--- src/capture_cfg_pkg.sv ---
`default_nettype none
package capture_cfg_pkg;

	// register byte offsets on the AXI4-Lite slave
	localparam logic [3:0]  CFG_OFFSET     = 4'h0;
	localparam logic [3:0]  ENABLE_OFFSET  = 4'h4;
	localparam logic [3:0]  STATUS_OFFSET  = 4'h8;

	// input-capture layout of channel_pair_input_config
	localparam int          TWO_MS_LSB     = 0;
	localparam int          TWO_DIV_LSB    = 2;
	localparam int          TWO_FLT_LSB    = 4;
	localparam int          THREE_MS_LSB   = 8;
	localparam int          THREE_DIV_LSB  = 10;
	localparam int          THREE_FLT_LSB  = 12;
	localparam logic [15:0] CFG_RESET      = 16'h0000;

	// channel_enable_register fields
	localparam int          TWO_EN_BIT     = 8;
	localparam int          TWO_POL_BIT    = 9;
	localparam int          THREE_EN_BIT   = 12;
	localparam int          THREE_POL_BIT  = 13;
	localparam logic [15:0] ENABLE_MASK    = 16'h3300;
	localparam logic [15:0] ENABLE_RESET   = 16'h0000;

	// status fields
	localparam int          TWO_LVL_BIT    = 0;
	localparam int          THREE_LVL_BIT  = 1;
	localparam int          TWO_CNT_LSB    = 8;
	localparam int          THREE_CNT_LSB  = 12;

	// axi responses
	localparam logic [1:0]  RESP_OKAY      = 2'b00;
	localparam logic [1:0]  RESP_SLVERR    = 2'b10;

	// sampling divider width: largest divide is 32
	localparam int          DIV_W          = 5;

	typedef enum logic [1:0] {
		MODE_OUTPUT    = 2'b00,
		MODE_OWN       = 2'b01,
		MODE_NEIGHBOUR = 2'b10,
		MODE_TRIGGER   = 2'b11
	} mode_e;

	// number of equal samples a filter code asks for
	function automatic logic [3:0] filter_samples(input logic [3:0] code);
		case (code)
			4'h1: filter_samples = 4'h2;
			4'h2: filter_samples = 4'h4;
			4'h4, 4'h6, 4'h8, 4'hb, 4'he: filter_samples = 4'h6;
			4'ha, 4'hd: filter_samples = 4'h5;
			default: filter_samples = 4'h8;
		endcase
	endfunction : filter_samples

	// log2 of the sampling divider; zero means kernel clock rate
	function automatic logic [2:0] filter_div_log(input logic [3:0] code);
		case (code)
			4'h4, 4'h5: filter_div_log = 3'h1;
			4'h6, 4'h7: filter_div_log = 3'h2;
			4'h8, 4'h9: filter_div_log = 3'h3;
			4'ha, 4'hb, 4'hc: filter_div_log = 3'h4;
			4'hd, 4'he, 4'hf: filter_div_log = 3'h5;
			default: filter_div_log = 3'h0;
		endcase
	endfunction : filter_div_log

endpackage : capture_cfg_pkg
`default_nettype wire

--- src/capture_input_filter_prescaler.sv ---
// Contract
// sampled at the set rate, a new level needs a run of equal samples.
// filter code 0 bypasses; codes 1-3 need 2, 4 or 8 samples at clk rate.
// 4-9: 6 or 8 samples at dead-time /2 /4 /8; 10-15: 5, 6, 8 at /16 /32.
// the two-bit edge divider gives one capture per 1, 2, 4 or 8 edges.
// channel two's edge divider stays reset while chan_two_enable is low.
// channel two: filter code 7:4, edge divider 3:2, mode select 1:0.
// channel three: filter code 15:12, edge divider 11:10, mode select 9:8.
// channel three filter and divider behave as those of channel two.
// software writes the reserved bits 31:16 only with zero.
// mode select uses the same encoding here as in the compare layout.
// mode 00 output, 01 own filtered, 10 neighbour filtered, 11 trigger.
// a mode select takes a write only while its channel enable is low.
// a differing sample restarts the run; only chosen filtered edges count; here mode 11 counts edges of the unfiltered trigger.
// reaching the edge count raises one capture and restarts the count.
//
// The AXI4-Lite interface to the registers and the placing of the registers were decided locally.
`timescale 1ns/100ps
`default_nettype none
module capture_input_filter_prescaler (
	input  wire logic        clk,
	input  wire logic        nrst,
	input  wire logic [31:0] s_axi_awaddr,
	input  wire logic        s_axi_awvalid,
	output logic             s_axi_awready,
	input  wire logic [31:0] s_axi_wdata,
	input  wire logic [3:0]  s_axi_wstrb,
	input  wire logic        s_axi_wvalid,
	output logic             s_axi_wready,
	output logic [1:0]       s_axi_bresp,
	output logic             s_axi_bvalid,
	input  wire logic        s_axi_bready,
	input  wire logic [31:0] s_axi_araddr,
	input  wire logic        s_axi_arvalid,
	output logic             s_axi_arready,
	output logic [31:0]      s_axi_rdata,
	output logic [1:0]       s_axi_rresp,
	output logic             s_axi_rvalid,
	input  wire logic        s_axi_rready,
	input  wire logic        chan_two_raw_input,
	input  wire logic        chan_three_raw_input,
	input  wire logic        internal_trigger_source,
	output logic             chan_two_capture,
	output logic             chan_three_capture
);
	import capture_cfg_pkg::*;

	// configuration and status state
	logic [15:0]      cfg;
	logic [15:0]      enables;
	logic [3:0]       two_events;
	logic [3:0]       three_events;
	logic [DIV_W-1:0] div_count;
	logic             two_prev;
	logic             three_prev;
	logic [15:0]      next_cfg;
	logic [15:0]      next_enables;
	logic [3:0]       next_two_events;
	logic [3:0]       next_three_events;

	// bus state
	logic             aw_held;
	logic             w_held;
	logic [3:0]       aw_addr;
	logic [31:0]      w_data;
	logic [3:0]       w_strb;
	logic             next_aw_held;
	logic             next_w_held;
	logic [3:0]       next_aw_addr;
	logic [31:0]      next_w_data;
	logic [3:0]       next_w_strb;
	logic             next_awready;
	logic             next_wready;
	logic             next_bvalid;
	logic [1:0]       next_bresp;
	logic             next_arready;
	logic             next_rvalid;
	logic [31:0]      next_rdata;
	logic [1:0]       next_rresp;

	// decoded fields and datapath
	mode_e            two_mode;
	mode_e            three_mode;
	logic             two_level;
	logic             three_level;
	logic             two_sel;
	logic             three_sel;
	logic             two_edge;
	logic             three_edge;
	logic             aw_take;
	logic             w_take;
	logic             ar_take;
	logic             have_aw;
	logic             have_w;
	logic [3:0]       wr_addr;
	logic [31:0]      wr_data;
	logic [3:0]       wr_strb;
	logic [31:0]      lane_mask;
	logic [15:0]      merged;

	always_comb begin
		two_mode   = mode_e'(cfg[TWO_MS_LSB +: 2]);
		three_mode = mode_e'(cfg[THREE_MS_LSB +: 2]);
	end

	// one filter per channel, both fed by the shared sampling divider
	input_noise_filter two_filter (
		.clk       (clk),
		.nrst      (nrst),
		.din       (chan_two_raw_input),
		.code      (cfg[TWO_FLT_LSB +: 4]),
		.div_count (div_count),
		.level     (two_level)
	);

	input_noise_filter three_filter (
		.clk       (clk),
		.nrst      (nrst),
		.din       (chan_three_raw_input),
		.code      (cfg[THREE_FLT_LSB +: 4]),
		.div_count (div_count),
		.level     (three_level)
	);

	// capture source per mode; output mode feeds nothing
	always_comb begin
		case (two_mode)
			MODE_OWN:       two_sel = two_level;
			MODE_NEIGHBOUR: two_sel = three_level;
			MODE_TRIGGER:   two_sel = internal_trigger_source;
			default:        two_sel = 1'b0;
		endcase
		case (three_mode)
			MODE_OWN:       three_sel = three_level;
			MODE_NEIGHBOUR: three_sel = two_level;
			MODE_TRIGGER:   three_sel = internal_trigger_source;
			default:        three_sel = 1'b0;
		endcase
	end

	// polarity bit low picks rising edges, high picks falling
	always_comb begin
		two_edge = (two_mode != MODE_OUTPUT) && (enables[TWO_POL_BIT]
			? (two_prev && !two_sel) : (!two_prev && two_sel));
		three_edge = (three_mode != MODE_OUTPUT) && (enables[THREE_POL_BIT]
			? (three_prev && !three_sel) : (!three_prev && three_sel));
	end

	edge_prescaler two_divider (
		.clk       (clk),
		.nrst      (nrst),
		.enable    (enables[TWO_EN_BIT]),
		.edge_seen (two_edge),
		.code      (cfg[TWO_DIV_LSB +: 2]),
		.capture   (chan_two_capture)
	);

	edge_prescaler three_divider (
		.clk       (clk),
		.nrst      (nrst),
		.enable    (enables[THREE_EN_BIT]),
		.edge_seen (three_edge),
		.code      (cfg[THREE_DIV_LSB +: 2]),
		.capture   (chan_three_capture)
	);

	// write path: address and data may arrive in either order
	always_comb begin
		aw_take      = s_axi_awvalid && s_axi_awready;
		w_take       = s_axi_wvalid && s_axi_wready;
		have_aw      = aw_held || aw_take;
		have_w       = w_held || w_take;
		wr_addr      = aw_take ? s_axi_awaddr[3:0] : aw_addr;
		wr_data      = w_take ? s_axi_wdata : w_data;
		wr_strb      = w_take ? s_axi_wstrb : w_strb;
		lane_mask    = {{8{wr_strb[3]}}, {8{wr_strb[2]}},
			{8{wr_strb[1]}}, {8{wr_strb[0]}}};
		next_aw_held = have_aw;
		next_w_held  = have_w;
		next_aw_addr = aw_take ? s_axi_awaddr[3:0] : aw_addr;
		next_w_data  = wr_data;
		next_w_strb  = wr_strb;
		next_bvalid  = s_axi_bvalid && !s_axi_bready;
		next_bresp   = s_axi_bresp;
		next_cfg     = cfg;
		next_enables = enables;
		merged       = 16'h0000;
		if (have_aw && have_w && !s_axi_bvalid) begin
			next_aw_held = 1'b0;
			next_w_held  = 1'b0;
			next_bvalid  = 1'b1;
			next_bresp   = RESP_OKAY;
			case (wr_addr)
				CFG_OFFSET: begin
					// upper half is reserved and never stored
					merged = (cfg & ~lane_mask[15:0])
						| (wr_data[15:0] & lane_mask[15:0]);
					next_cfg = merged;
					if (enables[TWO_EN_BIT])
						next_cfg[TWO_MS_LSB +: 2] = cfg[TWO_MS_LSB +: 2];
					if (enables[THREE_EN_BIT])
						next_cfg[THREE_MS_LSB +: 2] =
							cfg[THREE_MS_LSB +: 2];
				end
				ENABLE_OFFSET: begin
					merged = (enables & ~lane_mask[15:0])
						| (wr_data[15:0] & lane_mask[15:0]);
					next_enables = merged & ENABLE_MASK;
				end
				STATUS_OFFSET: ;
				default: next_bresp = RESP_SLVERR;
			endcase
		end
		next_awready = !next_aw_held && !next_bvalid;
		next_wready  = !next_w_held && !next_bvalid;
	end

	// read path: one read at a time, answered the cycle after the take
	always_comb begin
		ar_take      = s_axi_arvalid && s_axi_arready;
		next_rvalid  = s_axi_rvalid && !s_axi_rready;
		next_rdata   = s_axi_rdata;
		next_rresp   = s_axi_rresp;
		if (ar_take) begin
			next_rvalid = 1'b1;
			next_rresp  = RESP_OKAY;
			case (s_axi_araddr[3:0])
				CFG_OFFSET:    next_rdata = {16'h0000, cfg};
				ENABLE_OFFSET: next_rdata = {16'h0000, enables};
				STATUS_OFFSET: begin
					next_rdata = 32'h0000_0000;
					next_rdata[TWO_LVL_BIT]        = two_level;
					next_rdata[THREE_LVL_BIT]      = three_level;
					next_rdata[TWO_CNT_LSB +: 4]   = two_events;
					next_rdata[THREE_CNT_LSB +: 4] = three_events;
				end
				default: begin
					next_rdata = 32'h0000_0000;
					next_rresp = RESP_SLVERR;
				end
			endcase
		end
		next_arready = !next_rvalid;
	end

	// capture counters wrap; they only show software that captures occur
	always_comb begin
		next_two_events   = two_events + {3'h0, chan_two_capture};
		next_three_events = three_events + {3'h0, chan_three_capture};
	end

	always_ff @(posedge clk or negedge nrst) begin
		if (!nrst) begin
			cfg           <= CFG_RESET;
			enables       <= ENABLE_RESET;
			two_events    <= 4'h0;
			three_events  <= 4'h0;
			div_count     <= '0;
			two_prev      <= 1'b0;
			three_prev    <= 1'b0;
			aw_held       <= 1'b0;
			w_held        <= 1'b0;
			aw_addr       <= 4'h0;
			w_data        <= 32'h0000_0000;
			w_strb        <= 4'h0;
			s_axi_awready <= 1'b0;
			s_axi_wready  <= 1'b0;
			s_axi_bvalid  <= 1'b0;
			s_axi_bresp   <= RESP_OKAY;
			s_axi_arready <= 1'b0;
			s_axi_rvalid  <= 1'b0;
			s_axi_rdata   <= 32'h0000_0000;
			s_axi_rresp   <= RESP_OKAY;
		end else begin
			cfg           <= next_cfg;
			enables       <= next_enables;
			two_events    <= next_two_events;
			three_events  <= next_three_events;
			div_count     <= div_count + 1'b1;
			two_prev      <= two_sel;
			three_prev    <= three_sel;
			aw_held       <= next_aw_held;
			w_held        <= next_w_held;
			aw_addr       <= next_aw_addr;
			w_data        <= next_w_data;
			w_strb        <= next_w_strb;
			s_axi_awready <= next_awready;
			s_axi_wready  <= next_wready;
			s_axi_bvalid  <= next_bvalid;
			s_axi_bresp   <= next_bresp;
			s_axi_arready <= next_arready;
			s_axi_rvalid  <= next_rvalid;
			s_axi_rdata   <= next_rdata;
			s_axi_rresp   <= next_rresp;
		end
	end

	a_mode_locked: assert property (@(posedge clk) disable iff (!nrst)
		enables[TWO_EN_BIT] && $past(enables[TWO_EN_BIT])
		|-> cfg[1:0] == $past(cfg[1:0]))
		else $error("channel two mode changed while enabled");
	a_mode_three_lock: assert property (@(posedge clk) disable iff (!nrst)
		enables[THREE_EN_BIT] && $past(enables[THREE_EN_BIT])
		|-> cfg[9:8] == $past(cfg[9:8]))
		else $error("channel three mode changed while enabled");
	a_reserved_zero: assert property (@(posedge clk) disable iff (!nrst)
		s_axi_rvalid && s_axi_rresp == RESP_OKAY
		|-> s_axi_rdata[31:16] == 16'h0000)
		else $error("reserved upper bits read nonzero");
	a_output_nocap: assert property (@(posedge clk) disable iff (!nrst)
		$past(two_mode) == MODE_OUTPUT |-> !chan_two_capture)
		else $error("capture raised in output mode");
	a_edge_polarity: assert property (@(posedge clk) disable iff (!nrst)
		two_edge |-> two_sel == !enables[TWO_POL_BIT])
		else $error("edge of the wrong polarity counted");
	a_read_hold: assert property (@(posedge clk) disable iff (!nrst)
		s_axi_rvalid && !s_axi_rready |=> s_axi_rvalid
		&& $stable(s_axi_rdata))
		else $error("read answer dropped before it was taken");
	a_write_answer: assert property (@(posedge clk) disable iff (!nrst)
		aw_take && w_take && !s_axi_bvalid |=> s_axi_bvalid)
		else $error("write not answered one cycle after both halves");
	a_three_single: assert property (@(posedge clk) disable iff (!nrst)
		chan_three_capture && cfg[11:10] != 2'b00
		|=> !chan_three_capture)
		else $error("divided capture lasted two cycles");

	c_two_capture: cover property (@(posedge clk) disable iff (!nrst)
		chan_two_capture && cfg[3:2] == 2'b11);
	c_three_neighbour: cover property (@(posedge clk) disable iff (!nrst)
		chan_three_capture && three_mode == MODE_NEIGHBOUR);
	c_slow_filter: cover property (@(posedge clk) disable iff (!nrst)
		two_level != $past(two_level) && cfg[7:4] == 4'hf);
	c_bad_write: cover property (@(posedge clk) disable iff (!nrst)
		s_axi_bvalid && s_axi_bresp == RESP_SLVERR);

endmodule : capture_input_filter_prescaler
`default_nettype wire

--- src/input_noise_filter.sv ---
`timescale 1ns/100ps
`default_nettype none
module input_noise_filter (
	input  wire logic                           clk,
	input  wire logic                           nrst,
	input  wire logic                           din,
	input  wire logic [3:0]                     code,
	input  wire logic [capture_cfg_pkg::DIV_W-1:0] div_count,
	output logic                                level
);
	import capture_cfg_pkg::*;

	logic       last;
	logic [3:0] cnt;
	logic       next_last;
	logic [3:0] next_cnt;
	logic       next_level;
	logic [3:0] need;
	logic [DIV_W-1:0] mask;
	logic       tick;

	// sample tick: low bits of the shared divider all ones
	always_comb begin
		need = filter_samples(code);
		mask = DIV_W'((6'h01 << filter_div_log(code)) - 6'h01);
		tick = ((div_count | ~mask) == {DIV_W{1'b1}});
	end

	// count equal samples; a differing one restarts the run
	always_comb begin
		next_last  = last;
		next_cnt   = cnt;
		next_level = level;
		if (code == 4'h0) begin
			next_level = din;
			next_last  = din;
			next_cnt   = 4'h0;
		end else if (tick) begin
			if (din != last) begin
				next_last = din;
				next_cnt  = 4'h1;
			end else begin
				if (cnt < need)
					next_cnt = cnt + 4'h1;
				if (cnt + 4'h1 >= need)
					next_level = din;
			end
		end
	end

	always_ff @(posedge clk or negedge nrst) begin
		if (!nrst) begin
			last  <= 1'b0;
			cnt   <= 4'h0;
			level <= 1'b0;
		end else begin
			last  <= next_last;
			cnt   <= next_cnt;
			level <= next_level;
		end
	end

	a_filter_bypass: assert property (@(posedge clk) disable iff (!nrst)
		code == 4'h0 |=> level == $past(din))
		else $error("bypassed filter did not follow input");
	a_filter_change: assert property (@(posedge clk) disable iff (!nrst)
		(code != 4'h0 && $past(code) != 4'h0 && level != $past(level))
		|-> level == $past(din) && level == $past(last))
		else $error("filter accepted a level without a matching run");

endmodule : input_noise_filter
`default_nettype wire

--- src/edge_prescaler.sv ---
`timescale 1ns/100ps
`default_nettype none
module edge_prescaler (
	input  wire logic       clk,
	input  wire logic       nrst,
	input  wire logic       enable,
	input  wire logic       edge_seen,
	input  wire logic [1:0] code,
	output logic            capture
);
	import capture_cfg_pkg::*;

	logic [2:0] cnt;
	logic [2:0] next_cnt;
	logic       next_capture;
	logic [2:0] target;

	// one capture per 1, 2, 4 or 8 qualified edges
	always_comb begin
		target       = 3'((4'h1 << code) - 4'h1);
		next_cnt     = cnt;
		next_capture = 1'b0;
		if (!enable) begin
			next_cnt = 3'h0;
		end else if (edge_seen) begin
			// a count left above a lowered target still fires at once
			if (cnt >= target) begin
				next_capture = 1'b1;
				next_cnt     = 3'h0;
			end else begin
				next_cnt = cnt + 3'h1;
			end
		end
	end

	always_ff @(posedge clk or negedge nrst) begin
		if (!nrst) begin
			cnt     <= 3'h0;
			capture <= 1'b0;
		end else begin
			cnt     <= next_cnt;
			capture <= next_capture;
		end
	end

	a_presc_cleared: assert property (@(posedge clk) disable iff (!nrst)
		!enable |=> cnt == 3'h0 && !capture)
		else $error("prescaler not held while channel disabled");
	a_presc_every: assert property (@(posedge clk) disable iff (!nrst)
		enable && edge_seen && code == 2'b00 |=> capture)
		else $error("undivided edge gave no capture");
	a_presc_cause: assert property (@(posedge clk) disable iff (!nrst)
		capture |-> $past(edge_seen) && $past(enable)
		&& $past(cnt) >= 3'(({1'b0, $past(code)} == 3'h0) ? 0
		: (1 << $past(code)) - 1))
		else $error("capture without reaching the edge count");

endmodule : edge_prescaler
`default_nettype wire

--- config.mk ---
export PLATFORM = sky130hd
export DESIGN_NAME = capture_input_filter_prescaler
export DESIGN_NICKNAME = d
export VERILOG_FILES = /design/src/capture_cfg_pkg.sv /design/src/capture_input_filter_prescaler.sv /design/src/input_noise_filter.sv /design/src/edge_prescaler.sv
export SDC_FILE = /design/constraint.sdc
export NUM_CORES = 1
export LEC_CHECK = 0
export BUFFER_PORTS_ARGS = -buffer_cell sky130_fd_sc_hd__buf_2
export CAP_MARGIN = 20
export CORE_MARGIN = 5
export CORE_UTILIZATION = 57
export DETAILED_ROUTE_END_ITERATION = 8
export PLACE_DENSITY = 0.86
export SLEW_MARGIN = 20
export SYNTH_ARGS = -nofsm -noshare
export SYNTH_HDL_FRONTEND = slang
export SYNTH_SLANG_ARGS = --single-unit
--- constraint.sdc ---
create_clock -name clk -period 7.1 [get_ports clk]
set_clock_uncertainty 0.15 [all_clocks]
set_input_delay 1.42 -clock clk [delete_from_list [all_inputs] [get_ports clk]]
set_output_delay 1.42 -clock clk [all_outputs]
set_load 0.02 [all_outputs]
==> results.txt <==
H-Tree Depth - 3
Inserted Clock Buffers - 9
Crit path depth - 7
Pwr per Cell Area - 359.3 nW/um^2
Initial antenna violation count - 0
Post-cts sizing count - 0
Final nets - 720
Clock Path Buffers - 2
Post-Syn Instances - 509
Internal power - 1302 uW
Most frequent cell after synthesis - dfrtp_1
Sw Share - 40.12%
Congestion Overflow GR - 0
Worst Hold Class - reg2reg
Slew margin rel. - 41.71%
Proportion of synthesized area in mux cells - 12.20%
Lkg Pwr - 0.003019 uW
Io pins - 153
CTS Hold Bufs - 0
First drt pass iteration count - 4
Combinational Power Share - 43.6%
CP max FO - 18
Mean Syn Cell Area - 10.82 sq um
CP max stage delay - 0.63 ns
Tmin final - 3.795 ns
Crit path capture type - flop
DRT iter0 DRCs - 128
FP Rows - 35
Synth cell types - 53
Slew @ Worst Pin - 0.8722 ns
Initial Util - 59.05%
Number of max-cap violations - 0
Largest family of logic cells by synthesized area - compound AO/OA/AOI/OAI gates
Synthesized flop and latch total - 102
Top FF cell, synth - dfrtp_1
Post-DP HPWL - 8326 um
Port bufs - 60
YS warnings - 0
Synth Area in XOR/XNOR - 2.226%
# diodes - 0
WL final - 11070 um
CP required - 7.21 ns
Area share of the largest cell type after synthesis - 46.34%
Synth Area in Compound Gates - 12.49%
CTS tree - built
Status - finished, final reports clean
Worst path most repeated cell - mux2_2
WP buf/inv - 1
Max Freq - 263.5 MHz
Post-synth top cells - dfrtp_1, nand2_1, ha_1
Reg2Reg Depth - 6
Reg power frac - 40.2%
Async SR Flop Fraction - 100.0%
First-pass GRT wire length - 18760 um
DR vias - 3945
Critical path class - in2reg
Max IR drop VDD - 0.1798 mV
Sequential fraction of the synthesis area - 46.34%
Wire length per cell - 15.75 um
Filler cell count - 732
Pin count of the biggest net entering global routing - 73
Total track usage - 20.13%
Sw Pwr - 872.3 uW
CP Cell Sequence - buf_2 > nand2_1 > mux2_2 > nor3b_1 > nor2b_1 > and2b_1 > mux2_2
CTS sink cnt - 102
Ratio of cells with drive above 1 in the final layout - 23.00%
Vias in the first global route - 4092
Pins over their slew limit - 0
CP Data Arrival Time - 3.90 ns
Synth area leaders - dfrtp_1, ha_1, mux2_2
Setup violations, final - 0
Clock power share - 16.2%
Area delta synth->final - 9.859%
Hold depth - 2
Number of synthesized flops with an enable pin - 0
Simple-gate area share of the yosys netlist - 12.13%
DIE AREA - 11730 sq um
Area leader, netlist - dfrtp_1
Worst setup SP type - input port
Routed Antenna Nets - 0
Die W - 108.3 um
Mapped Area - 5508 sq um
RSZ-0062 raised after global routing - false
Chip Height - 108.3 um
Vias per cell - 5.612
Reg clk slew, reported paths - 0.11 ns
Final Cycle Share - 53.45%
Family with the most delay on the worst path - simple AND/OR/NAND/NOR gates
Core ar. - 9328 sq um
Setup fix buffers added after clock tree synthesis - 0
Synth Area in Adders - 9.314%
Fin. Hold Viols - 0
Routability cong. - 0.8383
Internal reg-to-reg setup slack - 4.03 ns
Post-route DRC - 0
Clk_lat worst skew - 0.37 ns
Pwr Total - 2174 uW
Crit path max-delay cell type - nand2_1
Clock Root Buffer - clkbuf_8
Post-Route Setup TNS - 0 ns
## cell families (layout without fill, tap and decap cells)
| kind of cell | after synthesis | count (layout) |
|---|---|---|
| compound gates | 107 | 107 |
| xor+xnor | 14 | 14 |
| fa+ha+maj | 41 | 41 |
| buf+inv | 56 | 104 |
| flops | 102 | 102 |
| mux | 60 | 60 |
| other cells | 1 | 18 |
| simple gates | 128 | 128 |
## stage by stage
stage | instances | hold slack [ns] | util, % | setup slack, ns | instance area [sq um]
5_1_grt | 703 | 0.3462 | 64.87 | 3.183 | 6051
4_1_cts | 703 | 0.3371 | 64.87 | 3.331 | 6051
3_3_place_gp | 687 | 0.3108 | 62.83 | 2.976 | 5861
2_1_floorplan | 526 | 0.2951 | - | 3.908 | 5572
3_5_place_dp | 687 | 0.3168 | 62.83 | 2.918 | 5861
6_report | 703 | 0.3413 | 64.87 | 3.305 | 6051
## power by group through the flow
stage | Sequential [uW] | Combinational, uW | Clock [uW]
3_5_place_dp | 884 | 939 | 0
4_1_cts | 872 | 952 | 361
6_report | 874 | 949 | 351
5_1_grt | 897 | 1060 | 384
3_3_place_gp | 868 | 879 | 0
2_1_floorplan | 846 | 743 | 0
## per-layer routing
metal | part of all wire (%) | track usage [%] | vias up | routed length (um)
met5 | 0 | 0 | - | 0
met4 | 2.0 | 7.124 | 0 | 219
met3 | 4.6 | 3.701 | 23 | 508
met2 | 51 | 35.26 | 106 | 5630
met1 | 43 | 24.95 | 1932 | 4712
li1 | - | - | 1884 | -
## placed cells by master (no fill, tap or decap), types with 18 or more instances in the layout
cell type  netlist  final
a21oi_1         27     27
buf_2            2     59
conb_1           1     18
dfrtp_1        102    102
ha_1            41     41
inv_1           26     26
mux2_2          39     39
mux2i_1         18     18
nand2_1         44     44
nor2_1          24     24
o21ai_0         33     33
## path summary, 6_finish.rpt
check                                 from                 to
min in group asynchronous             nrst             w_held
max in group asynchronous             nrst  two_filter.cnt[0]
setup / recovery              s_axi_wvalid               flop
setup reg to reg              s_axi_wready               flop
hold / removal             s_axi_rdata[14]    s_axi_rdata[14]
hold reg to reg            s_axi_rdata[14]    s_axi_rdata[14]
## worst reg2reg max path: cells and delay by family, from the launching register on
family | cells | cell delay, ns
muxes | 2 | 0.65
DFF | 1 | 0.41
and+or+nand+nor | 4 | 1.75
## layout make-up
type | instances | area, sq um | share of cell area (%)
clock buffers | 9 | 123.9 | 2.047
clock inverters | 7 | 66.31 | 1.096
inverters | 26 | 97.59 | 1.613
multi-input cells | 368 | 2731 | 45.14
flip-flops and latches | 102 | 2552 | 42.18
well taps | 129 | 161.4 | 2.667
repair buffers | 62 | 317.8 | 5.252
(Power assumes the default switching activity.)
